==> config.mk <==
export PLATFORM = sky130hd
export DESIGN_NAME = lfs_led_select
export DESIGN_NICKNAME = d
export VERILOG_FILES = /design/src/core/lfs_led_select.v /design/src/core/lfs_stretch.v
export VERILOG_INCLUDE_DIRS = /design/src /design/src/common
export SDC_FILE = /design/constraint.sdc
export NUM_CORES = 1
export LEC_CHECK = 0
export BUFFER_PORTS_ARGS = -buffer_cell sky130_fd_sc_hd__buf_4
export CAP_MARGIN = 5
export CELL_PAD_IN_SITES_DETAIL_PLACEMENT = 0
export CELL_PAD_IN_SITES_GLOBAL_PLACEMENT = 1
export CORE_UTILIZATION = 36
export CTS_CLUSTER_DIAMETER = 50
export DETAILED_ROUTE_END_ITERATION = 10
export PLACE_DENSITY_LB_ADDON = 0.1
export SLEW_MARGIN = 20
export SYNTH_ARGS = -nofsm -noshare
export SYNTH_HDL_FRONTEND = slang
export SYNTH_SLANG_ARGS = --single-unit
export TNS_END_PERCENT = 100
==> constraint.sdc <==
create_clock -name mclk_in -period 2.29 [get_ports mclk_in]
set_clock_uncertainty 0.15 [all_clocks]
set_input_delay 0.229 -clock mclk_in [delete_from_list [all_inputs] [get_ports mclk_in]]
set_output_delay 0.229 -clock mclk_in [all_outputs]
set_load 0.1 [all_outputs]
==> src/common/lfs_consts.vh <==
// Constants for the LED function select block.
// Notes on behaviour
// RQ1 - Stretch bit 7 lengthens each enabled event.
// RQ2 - Bit 6 reserved, reads zero, write zero.
// RQ3 - Bit 5 limits receive to address-matched frames.
// RQ4 - Bit 4 lets transmit activity drive LED.
// RQ5 - Bit 3 shows correct receive polarity.
// RQ6 - Bit 2 lets receive activity drive LED.
// RQ7 - Bit 1 lets transmitter jabber drive LED.
// RQ8 - Bit 0 lets collisions drive LED.
// RQ9 - LED is OR of enabled sources.
// RQ10 - Bit 15 reads unstretched OR, read only.
// RQ11 - Stretch holds fixed cycles, restarts per event.
`ifndef LFS_CONSTS_VH
`define LFS_CONSTS_VH
`define LFS_CTRL_ADDR     4'h0
`define LFS_SRC_ADDR      4'h4
`define LFS_BIT_RAW       15
`define LFS_BIT_STRETCH   7
`define LFS_BIT_RESERVED  6
`define LFS_BIT_RXMATCH   5
`define LFS_BIT_TX        4
`define LFS_BIT_POL       3
`define LFS_BIT_RX        2
`define LFS_BIT_JAB       1
`define LFS_BIT_COL       0
`define LFS_CTRL_RESET    8'h90
`define LFS_CTRL_WMASK    8'hbf
`define LFS_STRETCH_NS    50000000
`define LFS_CLK_NS        25
`define LFS_STRETCH_CYC   (`LFS_STRETCH_NS / `LFS_CLK_NS)
`endif

==> src/core/lfs_led_select.v <==
// LED function select with a classic Wishbone register slave.
`timescale 1ns/100ps
`include "lfs_consts.vh"
module lfs_led_select #(
    parameter STRETCH_CYC = `LFS_STRETCH_CYC
) (
    input  wire        mclk_in,
    input  wire        rst_n_in,
    input  wire        wb_cyc_in,
    input  wire        wb_stb_in,
    input  wire        wb_we_in,
    input  wire [3:0]  wb_adr_in,
    input  wire [3:0]  wb_sel_in,
    input  wire [31:0] wb_dat_in,
    output reg  [31:0] wb_dat_out,
    output reg         wb_ack_out,
    input  wire        tx_active_in,
    input  wire        rx_active_in,
    input  wire        rx_addr_match_in,
    input  wire        polarity_ok_in,
    input  wire        jabber_in,
    input  wire        collision_in,
    output reg         led_out
);
    ////////////////////////////////////////////////////////////////////////
    // Register map constants.
    localparam [3:0]        CTRL_ADDR = `LFS_CTRL_ADDR;
    localparam [3:0]        SRC_ADDR  = `LFS_SRC_ADDR;
    localparam [7:0]        CTRL_RST  = `LFS_CTRL_RESET;
    localparam [7:0]        CTRL_MASK = `LFS_CTRL_WMASK;
    localparam              HOLD_W    = 21;
    localparam [HOLD_W-1:0] HOLD_VAL  = STRETCH_CYC[HOLD_W-1:0];

    ////////////////////////////////////////////////////////////////////////
    // Registers, next values and internal nets.
    reg  [7:0]  ctrl_reg;
    reg  [7:0]  ctrl_next;
    reg         ack_next;
    reg  [31:0] rdata_next;
    reg         led_next;
    wire        req;
    wire        wr_strobe;
    wire        rd_strobe;
    wire        ctrl_hit;
    wire        src_hit;
    wire [7:0]  wr_byte;
    wire        stretch_enable;
    wire        rx_match_only;
    wire        tx_activity_enable;
    wire        polarity_ok_enable;
    wire        rx_activity_enable;
    wire        jabber_enable;
    wire        collision_enable;
    wire        rx_src;
    wire        tx_term;
    wire        pol_term;
    wire        rx_term;
    wire        jab_term;
    wire        col_term;
    wire        led_raw_state;
    wire        stretched;
    wire [5:0]  src_vec;
    wire [31:0] ctrl_rd_word;
    wire [31:0] src_rd_word;

    ////////////////////////////////////////////////////////////////////////
    // Helper functions.
    // Tells whether a bus address selects the given register.
    function addr_hit;
        input [3:0] addr;
        input [3:0] target;
        begin
            addr_hit = (addr == target);
        end
    endfunction

    // Lets one source through when its enable bit is set.
    function gate_src;
        input enable;
        input source;
        begin
            gate_src = enable & source;
        end
    endfunction

    // Builds the control register read word.
    function [31:0] ctrl_word;
        input       raw;
        input [7:0] ctrl;
        begin
            ctrl_word = {16'h0000, raw, 7'h00, ctrl & CTRL_MASK};
        end
    endfunction

    // Builds the source status read word.
    function [31:0] src_word;
        input [5:0] sources;
        begin
            src_word = {{26{1'b0}}, sources};
        end
    endfunction

    ////////////////////////////////////////////////////////////////////////
    // Control field decode.
    assign stretch_enable     = ctrl_reg[`LFS_BIT_STRETCH];
    assign rx_match_only      = ctrl_reg[`LFS_BIT_RXMATCH];
    assign tx_activity_enable = ctrl_reg[`LFS_BIT_TX];
    assign polarity_ok_enable = ctrl_reg[`LFS_BIT_POL];
    assign rx_activity_enable = ctrl_reg[`LFS_BIT_RX];
    assign jabber_enable      = ctrl_reg[`LFS_BIT_JAB];
    assign collision_enable   = ctrl_reg[`LFS_BIT_COL];

    ////////////////////////////////////////////////////////////////////////
    // Source selection and combination.
    assign rx_src        = rx_active_in & (~rx_match_only | rx_addr_match_in); // [RQ3]
    assign tx_term       = gate_src(tx_activity_enable, tx_active_in);         // [RQ4]
    assign pol_term      = gate_src(polarity_ok_enable, polarity_ok_in);       // [RQ5]
    assign rx_term       = gate_src(rx_activity_enable, rx_src);               // [RQ6]
    assign jab_term      = gate_src(jabber_enable, jabber_in);                 // [RQ7]
    assign col_term      = gate_src(collision_enable, collision_in);           // [RQ8]
    assign led_raw_state = tx_term | pol_term | rx_term | jab_term | col_term; // [RQ9]
    assign src_vec       = {collision_in, jabber_in, rx_active_in,
                            polarity_ok_in, tx_active_in, rx_addr_match_in};

    ////////////////////////////////////////////////////////////////////////
    // Pulse stretcher and LED drive.
    lfs_stretch #(
        .WIDTH (HOLD_W),
        .HOLD  (HOLD_VAL)
    ) u_stretch (
        .mclk_in   (mclk_in),
        .rst_n_in  (rst_n_in),
        .enable_in (stretch_enable),
        .event_in  (led_raw_state),
        .led_out   (stretched)
    );

    // The LED shows the stretched indication only while stretching is on.
    always @* begin
        if (stretch_enable) begin
            led_next = stretched; // [RQ1]
        end else begin
            led_next = led_raw_state;
        end
    end

    ////////////////////////////////////////////////////////////////////////
    // Wishbone slave: a request is acked one cycle after it is taken.
    assign req          = wb_cyc_in & wb_stb_in & ~wb_ack_out;
    assign wr_strobe    = wb_cyc_in & wb_stb_in & wb_ack_out & wb_we_in;
    assign rd_strobe    = req & ~wb_we_in;
    assign ctrl_hit     = addr_hit(wb_adr_in, CTRL_ADDR);
    assign src_hit      = addr_hit(wb_adr_in, SRC_ADDR);
    assign wr_byte      = wb_dat_in[7:0];
    assign ctrl_rd_word = ctrl_word(led_raw_state, ctrl_reg); // [RQ10]
    assign src_rd_word  = src_word(src_vec);

    // Writes land on the edge where the master sees ack, with the request still whole.
    always @* begin
        ctrl_next = ctrl_reg;
        if (wr_strobe && ctrl_hit && wb_sel_in[0]) begin
            ctrl_next = wr_byte & CTRL_MASK; // [RQ2]
        end
    end

    // Ack is a single pulse, since a standing ack blocks a new request.
    always @* begin
        ack_next = req;
    end

    // Read data is loaded when a read is taken and then holds.
    always @* begin
        rdata_next = wb_dat_out;
        if (rd_strobe) begin
            if (ctrl_hit) begin
                rdata_next = ctrl_rd_word;
            end else if (src_hit) begin
                rdata_next = src_rd_word;
            end else begin
                rdata_next = 32'h0000_0000;
            end
        end
    end

    ////////////////////////////////////////////////////////////////////////
    // State registers.
    // Control register.
    always @(posedge mclk_in or negedge rst_n_in) begin
        if (!rst_n_in) begin
            ctrl_reg <= CTRL_RST;
        end else begin
            ctrl_reg <= ctrl_next;
        end
    end

    // Bus acknowledge.
    always @(posedge mclk_in or negedge rst_n_in) begin
        if (!rst_n_in) begin
            wb_ack_out <= 1'b0;
        end else begin
            wb_ack_out <= ack_next;
        end
    end

    // Bus read data.
    always @(posedge mclk_in or negedge rst_n_in) begin
        if (!rst_n_in) begin
            wb_dat_out <= 32'h0000_0000;
        end else begin
            wb_dat_out <= rdata_next;
        end
    end

    // LED drive.
    always @(posedge mclk_in or negedge rst_n_in) begin
        if (!rst_n_in) begin
            led_out <= 1'b0;
        end else begin
            led_out <= led_next;
        end
    end
endmodule

==> src/core/lfs_stretch.v <==
// Pulse stretcher that holds its output for a fixed cycle count.
`timescale 1ns/100ps
module lfs_stretch #(
    parameter WIDTH = 21,
    parameter [WIDTH-1:0] HOLD = 21'd2000000
) (
    input  wire mclk_in,
    input  wire rst_n_in,
    input  wire enable_in,
    input  wire event_in,
    output wire led_out
);
    reg [WIDTH-1:0] count_reg;
    reg [WIDTH-1:0] count_next;

    always @* begin
        count_next = count_reg;
        if (!enable_in) begin
            count_next = {WIDTH{1'b0}};
        end else if (event_in) begin
            count_next = HOLD; // [RQ11]
        end else if (count_reg != {WIDTH{1'b0}}) begin
            count_next = count_reg - {{(WIDTH-1){1'b0}}, 1'b1};
        end
    end

    always @(posedge mclk_in or negedge rst_n_in) begin
        if (!rst_n_in) begin
            count_reg <= {WIDTH{1'b0}};
        end else begin
            count_reg <= count_next;
        end
    end

    // Event itself lights the LED at once; the count extends it.
    assign led_out = event_in | (enable_in & (count_reg != {WIDTH{1'b0}})); // [RQ1]
endmodule

==> summary.md <==
| Metric | Value |
|---|---|
| Outcome | `finished, final reports clean` |
| Clock Tree Buf Depth | `2` |
| RR Startpoint | `u_stretch.count_reg[0]$_DFFE_PN0P_` |
| Vias in the first global route | `1574` |
| Total grt overflow | `0` |
| FILL cells | `557` |
| Worst-Skew Late Latency | `0.30 ns` |
| Highest clock rate | `472 MHz` |
| Period utilisation layout | `92.6%` |
| Initial DRT Pass Iterations | `4` |
| Count of different cell masters after synthesis | `46` |
| Std-Cell Rows | `27` |
| DIE AREA | `6330 µm²` |
| Post-synth EDFFs | `0` |
| Buffers on Ports | `32` |
| Root buffer cell | `clkbuf_8` |
| IO Count | `85` |
| Final hold vios | `0` |
| Synthesized instance count | `211` |
| DRC violation count after routing | `0` |
| TritonCTS sink count | `38` |
| Sw Pwr | `0.000517 W` |
| Global Route Usage Sum | `15.9%` |
| CP Capture Type | `flip-flop` |
| Mux cell area share after synthesis | `7.62%` |
| R2R depth | `7` |
| Slew Limit Fails | `0` |
| Multi-input logic area | `1060 µm²` |
| Num CTS Buffers | `5` |
| FF+latch count, synth | `38` |
| CP arrival | `2.15 ns` |
| Most common cell in the netlist | `dfrtp_1` |
| Area share of fa/ha/maj cells after synthesis | `1.15%` |
| Initial antenna violation count | `0` |
| Storage element area | `953 µm²` |
| PwrDens | `561 nW/µm²` |
| Top post-synthesis cells by area | `dfrtp_1, buf_4, mux2_4, xor2_1, nor2_1` |
| Seq/Total Area, Yosys | `44.0%` |
| FF-to-FF End | `u_stretch.count_reg[18]$_DFFE_PN0P_` |
| Pre-CTS setup slack | `0.185 ns` |
| Chip width | `79.6 µm` |
| Seq pwr share | `46.6%` |
| Power share of the combinational group | `22.5%` |
| Simple-Gate Fraction of Synth Area | `22.2%` |
| CP max-delay cell | `or3b_2` |
| Total power | `0.00147 W` |
| Via/cell ratio | `4.80` |
| Main flop type after synthesis | `dfrtp_1` |
| Layout cells sized above 1 | `28.9%` |
| Lkg Pwr | `1.29 nW` |
| First-pass GRT wire length | `7620 µm` |
| CP Buf/Inv Count | `1` |
| Yosys top cell area share | `41.6%` |
| Final #Nets | `315` |
| Die Height | `79.6 µm` |
| Warnings from Yosys | `0` |
| Max-cap violations | `0` |
| 1st-iter DRT viols | `39` |
| CP Launch Point | `u_stretch.count_reg[0]$_DFFE_PN0P_` |
| Largest family of logic cells by synthesized area | `simple AND/OR/NAND/NOR gates` |
| CTS clk-pin slew, worst paths | `0.08 ns` |
| H-tree depth | `2` |
| Cell taking the most area after synthesis | `dfrtp_1` |
| ANT nets after route | `0` |
| Worst Setup Path Type | `flip-flop to flip-flop` |
| Ys async rst share | `100%` |
| Post-CTS setup buffers | `0` |
| Setup crit end | `u_stretch.count_reg[18]$_DFFE_PN0P_` |
| Routed len/inst | `13.1 µm` |
| Critical path's top delay family | `simple AND/OR/NAND/NOR gates` |
| Mapped Area | `2170 µm²` |
| Setup TNS | `0 ns` |
| Crit. path cell count | `7` |
| Peak VDD IR | `0.254 mV` |
| Vias | `1608` |
| Synth Area in Compound Gates | `8.43%` |
| Top cells by count, synth | `dfrtp_1, buf_4, nor2_1` |
| RSZ-0062 raised after global routing | `false` |
| XOR/XNOR Fraction of Synth Area | `5.25%` |
| Hold Crit Class | `primary input to flip-flop` |
| Post-Route WL | `4370 µm` |
| Final Setup Violations | `0` |
| Max incr delay on CP | `0.49 ns` |
| CP startpoint kind | `flip-flop` |
| Initial core utilization | `38.4%` |
| CP cell instances | `inv_1, ha_1, or3b_2, nor3_2, and3_1, and3_1, nor3_2` |
| Sw Ratio | `35.1%` |
| Largest net degree at the start of global routing | `39` |
| Clk pwr share | `30.9%` |
| Layout area overhead | `21.1%` |
| Pint | `0.000956 W` |
| Final worst slack | `0.170 ns` |
| Number of flip-flops in the largest register | `21` |
| Core footprint | `5640 µm²` |
| Crit path max fanout | `4` |
| GP Congestion | `0.737` |
| Post-DP HPWL | `3270 µm` |
| TritonCTS clock tree | `yes` |
| Syn Area/Cell | `10.3 µm²` |
| Reg2reg setup slack | `0.17 ns` |
| Diodes inserted | `0` |
| CP required | `2.32 ns` |
| Crit path time final | `2.12 ns` |
layout by cell type (no fill, tap or decap), types with 3 or more instances in the layout:
master,Yosys,routed
dfrtp_1,36,36
nand3_1,5,5
mux2i_1,6,6
nor3_1,6,6
inv_1,3,3
xnor2_1,3,3
nor2_1,19,18
conb_1,1,24
o211ai_1,4,4
clkbuf_8,0,5
xor2_1,10,10
buf_4,24,46
a21oi_1,3,3
dlygate4sd3_1,0,8
nand2_1,16,16
nor4_2,3,3
mux2_4,7,7
and3_1,3,3
or3_1,5,5
or4_4,3,3
nor4_1,4,4
o31ai_1,6,6
o21ai_0,5,5
routing by layer:
layer  share of wire (%)  wire (µm)  track usage (%)
met5                   0          0                0
met4                0.91         40             4.36
met3                 3.7        162             5.14
met2                  49       2130             25.8
met1                  47       2040             20.1
tightest hold or removal path: stages:
cell and delay, ns:
buf_4 0.07, nand2_1 0.06, nor2_1 0.08
metrics by stage:
| stage | hold slack [ns] | utilization (%) | cells | cell area, µm² |
|---|---|---|---|---|
| finish | 0.0433 | 46.5 | 335 | 2620 |
| global route | 0.0730 | 46.5 | 335 | 2620 |
| CTS | 0.00285 | 45.8 | 331 | 2580 |
| detailed placement | 0.0846 | 43.6 | 319 | 2460 |
| global placement | 0.0833 | 43.6 | 319 | 2460 |
| floorplan | -0.217 | - | 234 | 2250 |
cells by family after synthesis:
| kind of cell | Yosys count |
|---|---|
| fa+ha+maj | 2 |
| mux | 13 |
| simple gates | 81 |
| compound gates | 27 |
| other cells | 1 |
| xor+xnor | 13 |
| flops | 38 |
| buf+inv | 36 |
final cells by class:
class	instances	area share (%)
Sequential cell	38	36.3
Timing Repair Buffer	54	16.2
Clock inverter	2	0.381
Tap cell	72	3.43
Clock buffer	6	2.77
Inverter	3	0.429
Multi-Input combinational cell	160	40.4
timing repair:
action                     in CTS  in global routing
setup endpoints to repair       0                  1
gates resized for setup         0                  1
hold endpoints to repair       39                  4
hold buffers                    4                  4
power by group through the flow:
stage	Sequential (W)	Combinational, W	Clock, W
3_5_place_dp	0.000700	0.000322	0
4_1_cts	0.000687	0.000328	0.000475
3_3_place_gp	0.000700	0.000322	0
2_1_floorplan	0.000741	0.000246	0
6_report	0.000687	0.000331	0.000455
5_1_grt	0.000688	0.000347	0.000509
worst min-delay path by stage:
stage / startpoint / end / slack, ns / cells after the start
after detailed placement: rst_n_in / u_stretch.count_reg[4]$_DFFE_PN0P_ / 0.08 / 1
after global placement: rst_n_in / u_stretch.count_reg[4]$_DFFE_PN0P_ / 0.08 / 1
final: wb_stb_in / wb_ack_out$_DFF_PN0_ / 0.04 / 3
after CTS: wb_dat_in[4] / ctrl_reg[4]$_DFFE_PN1P_ / 0.003 / 2
after global routing: wb_stb_in / wb_ack_out$_DFF_PN0_ / 0.07 / 3
after floorplan: rst_n_in / ctrl_reg[0]$_DFFE_PN0P_ / -0.22 / 0
Note: power is estimated with default switching activity, not from simulation.
